### config.mk
export PLATFORM = sky130hd
export DESIGN_NAME = hcdd_top
export DESIGN_NICKNAME = d
export VERILOG_FILES = /design/src/hcdd_addr_decode.v /design/src/hcdd_sync.v /design/src/hcdd_top.v
export VERILOG_INCLUDE_DIRS = /design/src
export SDC_FILE = /design/constraint.sdc
export NUM_CORES = 1
export LEC_CHECK = 0
export BUFFER_PORTS_ARGS = -buffer_cell sky130_fd_sc_hd__buf_2
export CAP_MARGIN = 10
export CORE_MARGIN = 2
export CORE_UTILIZATION = 48
export CTS_CLUSTER_SIZE = 40
export DETAILED_ROUTE_END_ITERATION = 6
export GPL_TIMING_DRIVEN = 0
export PLACE_DENSITY = 0.7
export SKIP_LAST_GASP = 1
export SLEW_MARGIN = 20
export SYNTH_ARGS = -nofsm -noshare
export SYNTH_HDL_FRONTEND = slang
export SYNTH_SLANG_ARGS = --single-unit
### constraint.sdc
create_clock -name mclk -period 4 [get_ports mclk]
set_input_delay 0.4 -clock mclk [delete_from_list [all_inputs] [get_ports mclk]]
set_output_delay 0.4 -clock mclk [all_outputs]
set_load 0.005 [all_outputs]
### src/hcdd_defines.vh
/*
 * Byte indices, default values, field positions and fixed patterns for the
 * hardware configuration decoder.
 * Assumes it is included by its bare name from each design file that needs it.
 */
`ifndef HCDD_DEFINES_VH
`define HCDD_DEFINES_VH

// byte indices within the configuration block (eeprom numbering)
`define HCDD_IDX_VALID1      5'h01
`define HCDD_IDX_VALID2      5'h02
`define HCDD_IDX_LEN_HI      5'h03
`define HCDD_IDX_LEN_LO      5'h04
`define HCDD_IDX_OPT_MASK    5'h05
`define HCDD_IDX_MODEM_MASK  5'h06
`define HCDD_IDX_MISC        5'h07
`define HCDD_IDX_CODE_BASE   5'h09
`define HCDD_IDX_PORT_SIZE   5'h11
`define HCDD_IDX_IRQ_AB      5'h13
`define HCDD_IDX_IRQ_CD      5'h14
`define HCDD_IDX_IRQ_EF      5'h15
`define HCDD_IDX_DMA_AB      5'h16
`define HCDD_IDX_DMA_C       5'h17
`define HCDD_IDX_LAST        5'h17
`define HCDD_IDX_HOST_FIRST  5'h05

// block lengths
`define HCDD_EE_LEN          5'h17
`define HCDD_HOST_LEN        5'h13

// fixed patterns
`define HCDD_VALID1_PAT      8'h55
`define HCDD_VALID2_PAT      8'hbb
`define HCDD_PORT_SIZE_8     8'h08

// reset values
`define HCDD_RST_LEN_HI      8'h00
`define HCDD_RST_LEN_LO      8'hdd
`define HCDD_RST_OPT_MASK    8'h00
`define HCDD_RST_MODEM_MASK  8'h03
`define HCDD_RST_MISC        8'h80
`define HCDD_RST_GLOBAL      8'h00
`define HCDD_RST_CODE_BASE   8'h00
`define HCDD_RST_B10         8'h20
`define HCDD_RST_B11         8'h04
`define HCDD_RST_B12         8'h08
`define HCDD_RST_B13         8'h10
`define HCDD_RST_B14         8'h80
`define HCDD_RST_B15         8'h00
`define HCDD_RST_B16         8'h00
`define HCDD_RST_PORT_SIZE   8'h00
`define HCDD_RST_B18         8'h48
`define HCDD_RST_IRQ_AB      8'h75
`define HCDD_RST_IRQ_CD      8'hb9
`define HCDD_RST_IRQ_EF      8'hfc
`define HCDD_RST_DMA_AB      8'h10
`define HCDD_RST_DMA_C       8'h03

// misc configuration byte field positions
`define HCDD_MISC_OPT_B7F    0
`define HCDD_MISC_RD_FLOAT   1
`define HCDD_MISC_VOL_EN     2
`define HCDD_MISC_MODEM_HI   3
`define HCDD_MISC_VKEY_BLK   4
`define HCDD_MISC_PKEY_BLK   5
`define HCDD_MISC_SYNTH_HI   6
`define HCDD_MISC_OPT_HI     7

`endif

### src/hcdd_addr_decode.v
/*
 * Registered address decode for the alternate optical-drive and modem
 * selects, peripheral port address bits and host data float controls.
 * Assumes host address, read strobe and bases are on the device clock.
 */
`timescale 1ns/1ps
`default_nettype none

module hcdd_addr_decode
(
    input  wire        mclk,                  // device clock
    input  wire        rst_n,                 // synchronous reset, active low
    input  wire        ce,                    // clock enable
    input  wire [15:0] host_addr,             // host address
    input  wire        host_read,             // host read strobe
    input  wire [15:0] alt_optical_base,      // optical drive base
    input  wire [15:0] modem_base,            // modem base
    input  wire        synth_port_hit,        // external synth port access
    input  wire [2:0]  alt_optical_mask,      // optical span mask
    input  wire [7:0]  modem_mask,            // modem span mask
    input  wire        alt_optical_bit7_float,// float bit 7 at base+1
    input  wire        periph_read_float,     // float all on port reads
    input  wire        port_eight,            // eight-location port
    input  wire        ctl0_value,            // control output level
    output reg         alt_optical_select_n,  // optical select, low active
    output reg         modem_select_n,        // modem select, low active
    output reg  [1:0]  periph_addr,           // port address bits 1:0
    output reg         ctl_or_addr2_pin,      // control or address bit 2
    output reg         host_data_bit7_float,  // release host data bit 7
    output reg         host_data_low_float    // release host data bits 6:0
);

    // address inside base..base+span where mask marks the don't-care bits
    function span_hit;
        input [15:0] addr;
        input [15:0] base;
        input [7:0]  mask;
        reg   [15:0] m;
        begin
            m = {8'h00, mask};
            span_hit = ((addr & ~m) == (base & ~m));
        end
    endfunction

    wire opt_hit   = span_hit(host_addr, alt_optical_base, {5'h00, alt_optical_mask});
    wire modem_hit = span_hit(host_addr, modem_base, modem_mask);
    wire port_hit  = opt_hit | modem_hit | synth_port_hit;
    wire opt_plus1 = (host_addr == (alt_optical_base + 16'h0001));

    always @(posedge mclk)
    begin
        if (!rst_n)
        begin
            alt_optical_select_n <= 1'b1;
            modem_select_n       <= 1'b1;
            periph_addr          <= 2'h0;
            ctl_or_addr2_pin     <= 1'b0;
            host_data_bit7_float <= 1'b0;
            host_data_low_float  <= 1'b0;
        end
        else if (ce)
        begin
            alt_optical_select_n <= ~opt_hit;
            modem_select_n       <= ~modem_hit;
            periph_addr          <= host_addr[1:0];
            ctl_or_addr2_pin     <= port_eight ? host_addr[2] : ctl0_value;
            host_data_bit7_float <= host_read & ((periph_read_float & port_hit)
                                    | (alt_optical_bit7_float & opt_plus1));
            host_data_low_float  <= host_read & periph_read_float & port_hit;
        end
    end

endmodule

`default_nettype wire

### src/hcdd_sync.v
/*
 * Two-flop synchroniser for a group of pin levels.
 * Assumes the inputs are asynchronous levels; only the second stage is read.
 */
`timescale 1ns/1ps
`default_nettype none

module hcdd_sync
#(
    parameter W = 6
)
(
    input  wire         mclk,     // device clock
    input  wire         rst_n,    // synchronous reset, active low
    input  wire         ce,       // clock enable
    input  wire [W-1:0] din,      // asynchronous levels
    output wire [W-1:0] dout      // synchronised levels
);

    reg [W-1:0] meta_ff;
    reg [W-1:0] sync_ff;

    always @(posedge mclk)
    begin
        if (!rst_n)
        begin
            meta_ff <= {W{1'b0}};
            sync_ff <= {W{1'b0}};
        end
        else if (ce)
        begin
            meta_ff <= din;
            sync_ff <= meta_ff;
        end
    end

    assign dout = sync_ff;

endmodule

`default_nettype wire

### src/hcdd_top.v
/*
 * Hardware configuration data decoder: collects the configuration block
 * from the eeprom or a host download, validates the eeprom header, holds the applied
 * bytes and drives the decoded controls, routing numbers and selects.
 * Assumes bytes, commands, address and key detects come from logic on mclk;
 * interrupt and volume pins are asynchronous and are synchronised here.
 */
`timescale 1ns/1ps
`default_nettype none
`include "hcdd_defines.vh"

module hcdd_top
#(
    parameter [7:0] CODE_BASE_ID = 8'h5c   // arbitrary value
)
(
    input  wire        mclk,                  // device clock, 125 MHz
    input  wire        rst_n,                 // synchronous reset, active low
    input  wire        ce,                    // clock enable
    input  wire        load_start,            // pulse: begin a load
    input  wire        load_src_eeprom,       // 1 eeprom, 0 host, with start
    input  wire        cfg_byte_valid,        // pulse: cfg_byte valid
    input  wire [7:0]  cfg_byte,              // configuration byte
    input  wire        apply_cmd,             // pulse: host apply command
    input  wire [15:0] host_addr,             // host address
    input  wire        host_read,             // host read strobe
    input  wire [15:0] alt_optical_base,      // optical drive base
    input  wire [15:0] modem_base,            // modem base
    input  wire        synth_port_hit,        // external synth port access
    input  wire        ctl0_value,            // control output level
    input  wire        wavetable_port_enable, // wavetable port on
    input  wire        serial_port_switch,    // serial port switched
    input  wire        modem_irq_in,          // modem interrupt pin
    input  wire        synth_irq_in,          // synth interrupt pin
    input  wire        optical_irq_in,        // optical interrupt pin
    input  wire        vol_up_in,             // volume up pin
    input  wire        vol_down_in,           // volume down pin
    input  wire        vol_mute_in,           // volume mute pin
    input  wire        vendor_key_seen,       // pulse: vendor key matched
    input  wire        pnp_key_seen,          // pulse: pnp key matched
    output reg         load_busy,             // load in progress
    output reg         host_apply_pending,    // host bytes await apply
    output reg         eeprom_present,        // eeprom validated
    output reg         load_error,            // bad validation or apply while idle
    output reg         code_base_ok,          // code base matched at apply
    output reg  [15:0] resource_length,       // remaining resource length
    output reg         modem_irq_active,      // modem interrupt asserted
    output reg         synth_irq_active,      // synth interrupt asserted
    output reg         optical_irq_active,    // optical interrupt asserted
    output reg         vol_up,                // volume up request
    output reg         vol_down,              // volume down request
    output reg         vol_mute,              // volume mute request
    output reg         vendor_key_accept,     // pulse: vendor key honoured
    output reg         pnp_key_accept,        // pulse: pnp key honoured
    output wire        alt_optical_select_n,  // optical select, low active
    output wire        modem_select_n,        // modem select, low active
    output wire [1:0]  periph_addr,           // port address bits 1:0
    output wire        ctl_or_addr2_pin,      // control or address bit 2
    output wire        host_data_bit7_float,  // release host data bit 7
    output wire        host_data_low_float,   // release host data bits 6:0
    output wire [23:0] irq_pins_a_to_f,       // interrupt numbers, a low
    output wire [11:0] dma_pins_a_to_c,       // dma channels, a low
    output wire [2:0]  alt_optical_mask,      // applied optical mask
    output wire [7:0]  modem_mask,            // applied modem mask
    output wire        hw_volume_enable,      // applied volume enable
    output wire        vendor_key_block,      // applied vendor key block
    output wire        pnp_key_block          // applied pnp key block
);

    localparam [3:0] ST_IDLE  = 4'h1;
    localparam [3:0] ST_LOAD  = 4'h2;
    localparam [3:0] ST_WAIT  = 4'h4;
    localparam [3:0] ST_APPLY = 4'h8;

    // default for each applied byte index
    function [7:0] byte_default;
        input [4:0] idx;
        begin
            case (idx)
                5'h05:   byte_default = `HCDD_RST_OPT_MASK;
                5'h06:   byte_default = `HCDD_RST_MODEM_MASK;
                5'h07:   byte_default = `HCDD_RST_MISC;
                5'h08:   byte_default = `HCDD_RST_GLOBAL;
                5'h09:   byte_default = `HCDD_RST_CODE_BASE;
                5'h0a:   byte_default = `HCDD_RST_B10;
                5'h0b:   byte_default = `HCDD_RST_B11;
                5'h0c:   byte_default = `HCDD_RST_B12;
                5'h0d:   byte_default = `HCDD_RST_B13;
                5'h0e:   byte_default = `HCDD_RST_B14;
                5'h0f:   byte_default = `HCDD_RST_B15;
                5'h10:   byte_default = `HCDD_RST_B16;
                5'h11:   byte_default = `HCDD_RST_PORT_SIZE;
                5'h12:   byte_default = `HCDD_RST_B18;
                5'h13:   byte_default = `HCDD_RST_IRQ_AB;
                5'h14:   byte_default = `HCDD_RST_IRQ_CD;
                5'h15:   byte_default = `HCDD_RST_IRQ_EF;
                5'h16:   byte_default = `HCDD_RST_DMA_AB;
                5'h17:   byte_default = `HCDD_RST_DMA_C;
                default: byte_default = 8'h00;
            endcase
        end
    endfunction

    reg [7:0]  shadow_mem [1:23];
    reg [7:0]  act_mem    [5:23];
    reg [3:0]  state_ff;
    reg [4:0]  idx_ff;
    reg        src_ee_ff;
    integer    i;

    wire [7:0] misc = act_mem[`HCDD_IDX_MISC];
    wire [5:0] pins_sync;

    // loader: collect bytes, validate header, apply on completion or command
    always @(posedge mclk)
    begin
        if (!rst_n)
        begin
            state_ff           <= ST_IDLE;
            idx_ff             <= 5'h00;
            src_ee_ff          <= 1'b0;
            load_busy          <= 1'b0;
            host_apply_pending <= 1'b0;
            eeprom_present     <= 1'b0;
            load_error         <= 1'b0;
            code_base_ok       <= 1'b0;
            resource_length    <= {`HCDD_RST_LEN_HI, `HCDD_RST_LEN_LO};
            for (i = 5; i <= 23; i = i + 1)
                act_mem[i] <= byte_default(i[4:0]);
        end
        else if (ce)
        begin
            case (state_ff)
                ST_IDLE:
                begin
                    if (load_start)
                    begin
                        src_ee_ff  <= load_src_eeprom;
                        // host form skips the four header bytes
                        idx_ff     <= load_src_eeprom ? `HCDD_IDX_VALID1
                                                      : `HCDD_IDX_HOST_FIRST;
                        load_busy  <= 1'b1;
                        load_error <= apply_cmd;
                        state_ff   <= ST_LOAD;
                    end
                    else if (apply_cmd)
                        load_error <= 1'b1;
                end
                ST_LOAD:
                begin
                    if (cfg_byte_valid)
                    begin
                        shadow_mem[idx_ff] <= cfg_byte;
                        idx_ff <= idx_ff + 5'h01;
                        if (src_ee_ff && idx_ff == `HCDD_IDX_VALID2)
                        begin
                            if (shadow_mem[`HCDD_IDX_VALID1] == `HCDD_VALID1_PAT
                                && cfg_byte == `HCDD_VALID2_PAT)
                                eeprom_present <= 1'b1;
                            else
                            begin
                                eeprom_present <= 1'b0;
                                load_error     <= 1'b1;
                                load_busy      <= 1'b0;
                                state_ff       <= ST_IDLE;
                            end
                        end
                        if (idx_ff == `HCDD_IDX_LAST)
                        begin
                            if (src_ee_ff)
                                state_ff <= ST_APPLY;
                            else
                            begin
                                host_apply_pending <= 1'b1;
                                state_ff           <= ST_WAIT;
                            end
                        end
                    end
                end
                ST_WAIT:
                begin
                    // downloaded bytes take effect only on the apply command
                    if (apply_cmd)
                        state_ff <= ST_APPLY;
                    else if (load_start)
                    begin
                        host_apply_pending <= 1'b0;
                        state_ff           <= ST_IDLE;
                    end
                end
                ST_APPLY:
                begin
                    for (i = 5; i <= 23; i = i + 1)
                        act_mem[i] <= shadow_mem[i];
                    if (src_ee_ff)
                        resource_length <= {shadow_mem[`HCDD_IDX_LEN_HI],
                                            shadow_mem[`HCDD_IDX_LEN_LO]};
                    code_base_ok <= (shadow_mem[`HCDD_IDX_CODE_BASE] == CODE_BASE_ID);
                    host_apply_pending <= 1'b0;
                    load_busy          <= 1'b0;
                    state_ff           <= ST_IDLE;
                end
                default:
                begin
                    load_busy <= 1'b0;
                    state_ff  <= ST_IDLE;
                end
            endcase
        end
    end

    hcdd_sync #(.W(6)) u_pin_sync
    (
        .mclk  (mclk),
        .rst_n (rst_n),
        .ce    (ce),
        .din   ({vol_mute_in, vol_down_in, vol_up_in,
                 optical_irq_in, synth_irq_in, modem_irq_in}),
        .dout  (pins_sync)
    );

    // polarity-normalised interrupts, gated volume pins and key filtering
    always @(posedge mclk)
    begin
        if (!rst_n)
        begin
            modem_irq_active   <= 1'b0;
            synth_irq_active   <= 1'b0;
            optical_irq_active <= 1'b0;
            vol_up             <= 1'b0;
            vol_down           <= 1'b0;
            vol_mute           <= 1'b0;
            vendor_key_accept  <= 1'b0;
            pnp_key_accept     <= 1'b0;
        end
        else if (ce)
        begin
            modem_irq_active   <= ~(pins_sync[0] ^ misc[`HCDD_MISC_MODEM_HI]);
            synth_irq_active   <= ~(pins_sync[1] ^ misc[`HCDD_MISC_SYNTH_HI]);
            optical_irq_active <= ~(pins_sync[2] ^ misc[`HCDD_MISC_OPT_HI]);
            vol_up             <= pins_sync[3] & misc[`HCDD_MISC_VOL_EN];
            vol_down           <= pins_sync[4] & misc[`HCDD_MISC_VOL_EN];
            vol_mute           <= pins_sync[5] & misc[`HCDD_MISC_VOL_EN];
            vendor_key_accept  <= vendor_key_seen & ~misc[`HCDD_MISC_VKEY_BLK];
            pnp_key_accept     <= pnp_key_seen & ~misc[`HCDD_MISC_PKEY_BLK];
        end
    end

    hcdd_addr_decode u_decode
    (
        .mclk                   (mclk),
        .rst_n                  (rst_n),
        .ce                     (ce),
        .host_addr              (host_addr),
        .host_read              (host_read),
        .alt_optical_base       (alt_optical_base),
        .modem_base             (modem_base),
        .synth_port_hit         (synth_port_hit),
        .alt_optical_mask       (act_mem[`HCDD_IDX_OPT_MASK][2:0]),
        .modem_mask             (act_mem[`HCDD_IDX_MODEM_MASK]),
        .alt_optical_bit7_float (misc[`HCDD_MISC_OPT_B7F]),
        .periph_read_float      (misc[`HCDD_MISC_RD_FLOAT] | wavetable_port_enable
                                 | serial_port_switch),
        .port_eight             (act_mem[`HCDD_IDX_PORT_SIZE] == `HCDD_PORT_SIZE_8),
        .ctl0_value             (ctl0_value),
        .alt_optical_select_n   (alt_optical_select_n),
        .modem_select_n         (modem_select_n),
        .periph_addr            (periph_addr),
        .ctl_or_addr2_pin       (ctl_or_addr2_pin),
        .host_data_bit7_float   (host_data_bit7_float),
        .host_data_low_float    (host_data_low_float)
    );

    // routing nibbles are binary bus numbers, lower nibble first
    assign irq_pins_a_to_f = {act_mem[`HCDD_IDX_IRQ_EF], act_mem[`HCDD_IDX_IRQ_CD],
                              act_mem[`HCDD_IDX_IRQ_AB]};
    // upper nibble of the last dma byte is reserved zero and not routed
    assign dma_pins_a_to_c = {act_mem[`HCDD_IDX_DMA_C][3:0],
                              act_mem[`HCDD_IDX_DMA_AB]};
    assign alt_optical_mask = act_mem[`HCDD_IDX_OPT_MASK][2:0];
    assign modem_mask       = act_mem[`HCDD_IDX_MODEM_MASK];
    assign hw_volume_enable = misc[`HCDD_MISC_VOL_EN];
    assign vendor_key_block = misc[`HCDD_MISC_VKEY_BLK];
    assign pnp_key_block    = misc[`HCDD_MISC_PKEY_BLK];

endmodule

`default_nettype wire

# Word level (Yosys, flattened, before mapping)
# Memories as Yosys holds them, arrays and structs flattened. A register that Yosys moved wholly into a read port is not among the register bits.
# Index checks and enable logic that the tools add are counted.
dict set report totals {
  ff_bits 42
  ram_bits 336
  input_bits 76
  elab_cells 191
  memories 2
}
dict set report op_classes {
  n_addsub 2
  n_eq_ne 25
  muxes 72
  bitwise 51
  reduce_logical 15
}
# memory depth word_bits read_ports rd_clocked_by_memory_dff wr line
set memory_table {}
lappend memory_table {shadow_mem 23 8 22 2 1 hcdd_top.v:104} ;# reg [7:0] shadow_mem [1:23];
lappend memory_table {act_mem 19 8 9 0 19 hcdd_top.v:105} ;# reg [7:0] act_mem [5:23];
# op n
set op_table {}
lappend op_table {{$mux W8} 30}
lappend op_table {{$and A16 B16 Y16} 4}
lappend op_table {{$eq A16 B16 Y1} 3}
lappend op_table {{$mux W4} 8}
lappend op_table {{$mux W1} 26}
lappend op_table {{$or A1 B1 Y1} 24}
lappend op_table {{$reduce_and A6 Y1} 3}
lappend op_table {{$add A16 B1 Y16 const B} 1}
lappend op_table {{$eq A8 B7 Y1 const B} 2}
lappend op_table {{$ne A2 B2 Y1 const B} 8}
lappend op_table {{$not A3 Y16} 1}
lappend op_table {{$not A8 Y16} 1}
lappend op_table {{$ne A3 B3 Y1 const B} 4}
lappend op_table {{$pmux W4 S3} 1}
lappend op_table {{$and A1 B1 Y1} 10}
lappend op_table {{$mux W5} 2}
lappend op_table {{$pmux W5 S2} 1}
lappend op_table {{$eq A8 B4 Y1 const B} 1}
lappend op_table {{$eq A8 B8 Y1 const B} 1}
lappend op_table {{$not A1 Y1} 8}
lappend op_table {{$reduce_and A4 Y1} 2}
lappend op_table {{$reduce_and A7 Y1} 1}
lappend op_table {{$pmux W1 S3} 2}
lappend op_table {{$reduce_and A3 Y1} 2}
lappend op_table {{15 further kinds} 19}

# Logic depth before layout (Yosys ltp)
dict set report depth {
  word_depth 8
  ltp_mapped 8
  mapped_depth_nobuf 7
}

# By module
# A second synthesis with hierarchy kept.
dict set report unflattened {
  cells_unflattened 679
  hier_area_um2 8958.6
}
# module n_inst cells_per_inst area_per_inst_um2 seq_area_each_um2
set modules_own_cells {}
lappend modules_own_cells {hcdd_top 1 502 7407.1 5525.3}
lappend modules_own_cells {hcdd_addr_decode 1 139 1101.1 140.1}
lappend modules_own_cells {hcdd_sync 1 38 450.4 240.2}

# Worst setup path before layout
# Ideal clock, no wire load.
dict set report synth_timing {
  path_kind {input-to-reg}
  start {input ce}
  end {register, netlist name act_mem[1][10]}
  setup_time_ps 422
  arrival_time_ps 2286
  required_time_ps 3578
  setup_slack_ps 1291
  path_stages 4
  cell_sequence {clkbuf_1 -> nand3_1 -> clkbuf_1 -> nand2_1}
}
# element line
set synth_rtl {}
lappend synth_rtl {{start, declared} hcdd_top.v:19} ;# input wire ce,

# Final worst setup path
dict set report layout_timing {
  start {register state_ff[1]}
  end {memory shadow_mem[1][0], enable pin}
}
dict set report layout_via {
  elab_chain_cells 5
}
# element line
set layout_rtl {}
lappend layout_rtl {{start, declared} hcdd_top.v:106} ;# reg [3:0] state_ff;
lappend layout_rtl {{start signal, assigned} hcdd_top.v:119} ;# state_ff <= ST_IDLE;
lappend layout_rtl {{start signal, assigned} hcdd_top.v:144} ;# state_ff <= ST_LOAD;
lappend layout_rtl {{start signal, assigned} hcdd_top.v:165} ;# state_ff <= ST_IDLE;
lappend layout_rtl {{$eq A4 B2 Y1} hcdd_top.v:133} ;# case (state_ff)
lappend layout_rtl {{$mux W1} hcdd_top.v:133}
lappend layout_rtl {{$mux W1} hcdd_top.v:131} ;# else if (ce)
lappend layout_rtl {{$mux W1} hcdd_top.v:117} ;# if (!rst_n)
lappend layout_rtl {{$mux W1 (not written as such)} hcdd_top.v:153} ;# shadow_mem[idx_ff] <= cfg_byte;
lappend layout_rtl {{end, declared} hcdd_top.v:104}
# No other way between the ends.

==> qor.yml <==
floorplan:
  start_util_pct: 49.1
  die_y_um: 140
  coreArea_sq_um: 18000
  fp.dieW_um: 140
  io_pins: 162
  rows: 49
  die_area_sq_um: 19500
sta:
  hold-worst-slack_ps: 140
  finClkSkew_ps: 14.7
  max_freq_ghz: 0.360
  slew_headroom_pct: 39.7
  fin_crit_sh_pct: 69.4
  rsz0062_at_grt: "no"
  slew_violations: 0
  period_minus_slack_ps: 2770
  hold_viol: 0
  worst_slack_ps: 1230
  finalSetupViolations: 0
  fin_tns_setup_ps: 0
  worstMarginPinSlew_ps: 898
logic_synthesis:
  ys.flop_type: "edfxtp_1"
  synthesis.area_sq_um: 8850
  synth.distinct_cells: 61
  synth-edff-count: 158
  yosysSeqAreaShare_pct: 66.8
  ys_warn_count: 0
  synth-seq-cells: 216
  synthArstFlopShare_pct: 0
  synth_area_per_cell_sq_um: 12.7
  syn_inst: 694
  synth_nets: 775
critical_path:
  path_delay_family: "simple AND/OR/NAND/NOR gates"
  slowest_delay_ps: 710
  worst-setup-path-type: "flop to flop"
  cp_max_fo: 8
  cpMaxStageDelayCell: "nor4_2"
  critPathCaptureType: "flop"
  r2r_setup_slack_ps: 1230
  startpoint_type: "flop"
  crit_arrival_ps: 2900
  path_cells: "nor4b_2, nand3_1, nor2_1, nand2_1, nor4_2"
  r2r_cells: 5
  crit_required_ps: 4120
  r2r-end: "shadow_mem[1][0]"
  crit_buf_inv: 0
  reg2reg_from: "state_ff[1]"
routing:
  dr.pass1.iters: 4
  vias: 6025
  drt_drc_violations_left: 0
  ant_nets: 0
  drtIter0Drc: 368
  routed_wl_mm: 20.5
  via_per_inst: 5.38
  routedWlPerCell_um: 18.3
final_layout:
  diodes: 0
  utilization_pct: 59.4
  area_growth_pct: 20.9
  nets: 955
  finalNonFillerCells: 1119
  fill_cells: 1510
  multi_input_area_sq_um: 2640
  fin_area_sq_um: 10700
  register_area_sq_um: 5910
  drive_gt1_share_pct: 25.3
worst_hold_path:
  hold_path.class: "primary input to flop"
  hold_end: "u_pin_sync.meta_ff[4]"
  hold_path_depth: 3
  min-delay-start: "vol_down_in"
clock_network:
  clock_path_buffers: 3
  cts_buffers: 22
  postCtsHoldBufs: 0
  postCtsResizedCells: 0
  clk_latency_ps: 500
  post_cts_buffers: 0
  clk_pin_slew_worst_paths_ps: 60
  h-tree-depth: 1
  cts_num_sinks: 216
  cts_tree: "built"
  cts_root_buf: "clkbuf_16"
global_routing:
  grt_overflow: 0
  grt_usage_pct: 20.4
  grt_max_degree: 33
  antenna_found_initial: 0
  grt_pass1_wl_mm: 31.2
  grt_pass1_vias: 5777
run:
  cap_violations: 0
power:
  power_mw: 4.85
  power_leakage_nw: 4.05
  power_density_nw_per_um2: 453
  vdd_drop_max_mv: 0.390
placement:
  place.gp.congestion: 0.933
  hpwl_mm: 14.0
  dpl.cell_count: 1079
  portBuffers: 153
  dpl_cell_area_sq_um: 9960
  place_ws_ps: 1290
status:
  status: "completed"
state kept, by name, summed over array words and instances, names as in the netlist, 2 cells and up:
name and cells:
u_decode.periph_addr 2, idx_ff 5, u_pin_sync.dout 6, act_mem 63
u_pin_sync.meta_ff 6, state_ff 4, resource_length 16, shadow_mem 95
worst max path at each step:
stage	from	endpoint	slack (ps)	depth (start not counted)
floorplan	ce	act_mem[1][10]	1290	4
detailed placement	state_ff[0]	shadow_mem[1][0]	1290	5
global route	state_ff[1]	shadow_mem[1][2]	1000	5
finish	state_ff[1]	shadow_mem[1][0]	1230	5
CTS	state_ff[0]	shadow_mem[1][0]	1260	5
global placement	rst_n	act_mem[5][16]	90	4
synthesized netlist by cell type, types with 7 or more instances:
cell type | count | area [sq um]
nand3_1 | 20 | 100
nand4_1 | 15 | 93.8
xor2_1 | 18 | 158
buf_4 | 19 | 143
or3_1 | 24 | 150
xnor2_1 | 28 | 245
edfxtp_1 | 158 | 4740
o21ai_0 | 9 | 45.0
dfxtp_1 | 58 | 1160
nor2_1 | 47 | 176
nor4_1 | 11 | 68.8
clkbuf_1 | 29 | 109
inv_1 | 7 | 26.3
nand2_1 | 62 | 233
a21oi_1 | 26 | 130
and3_1 | 46 | 288
mux2i_1 | 23 | 230
routing by layer:
metal / global-route usage, % / part of all wire, % / wire length (um)
met3: 3.51 / 6.3 / 1300
met4: 5.95 / 2.3 / 471
met2: 35.7 / 49 / 10100
met5: 0 / 0 / 0
met1: 26.2 / 42 / 8600
logic make-up (layout without fill, tap and decap cells):
logic type	after synthesis	count (layout)	synth area share (%)
buf+inv	66	262	3.76
simple gates	270	270	16.6
fa+ha+maj	5	5	0.707
mux	24	24	2.73
xor+xnor	47	47	4.74
flops	216	216	66.8
compound gates	66	66	4.70
worst register-to-register path: stages (launching register included):
cell and delay [ps]:
dfxtp_1 440, nor4b_2 420, nand3_1 290, nor2_1 310
nand2_1 210, nor4_2 710
where the power goes:
part / switching [mW] / internal [mW] / total [mW]
registers: 0.0214 / 2.43 / 2.45
clock network: 0.806 / 1.29 / 2.09
logic: 0.183 / 0.121 / 0.304
layout by cell type, fill, tap and decap left out, types with 15 or more instances in the layout:
master and instances:
dfxtp_1 58, xor2_1 18, or3_1 24, buf_2 159, nand2_1 61, nand3_1 20
clkbuf_16 23, and3_1 46, xnor2_1 28, buf_4 19, nor2_1 47, clkbuf_1 37
a21oi_1 26, edfxtp_1 158, nand4_1 15, mux2i_1 23
final cells by class:
class | instances | area share, %
Clock buffer | 33 | 5.92
Inverter | 7 | 0.246
Tap cell | 229 | 2.68
Timing Repair Buffer | 156 | 7.44
Multi-Input combinational cell | 412 | 24.6
Sequential cell | 216 | 55.2
Buffer | 59 | 2.87
Clock inverter | 7 | 1.02
Note: power is estimated with default switching activity, not from simulation.
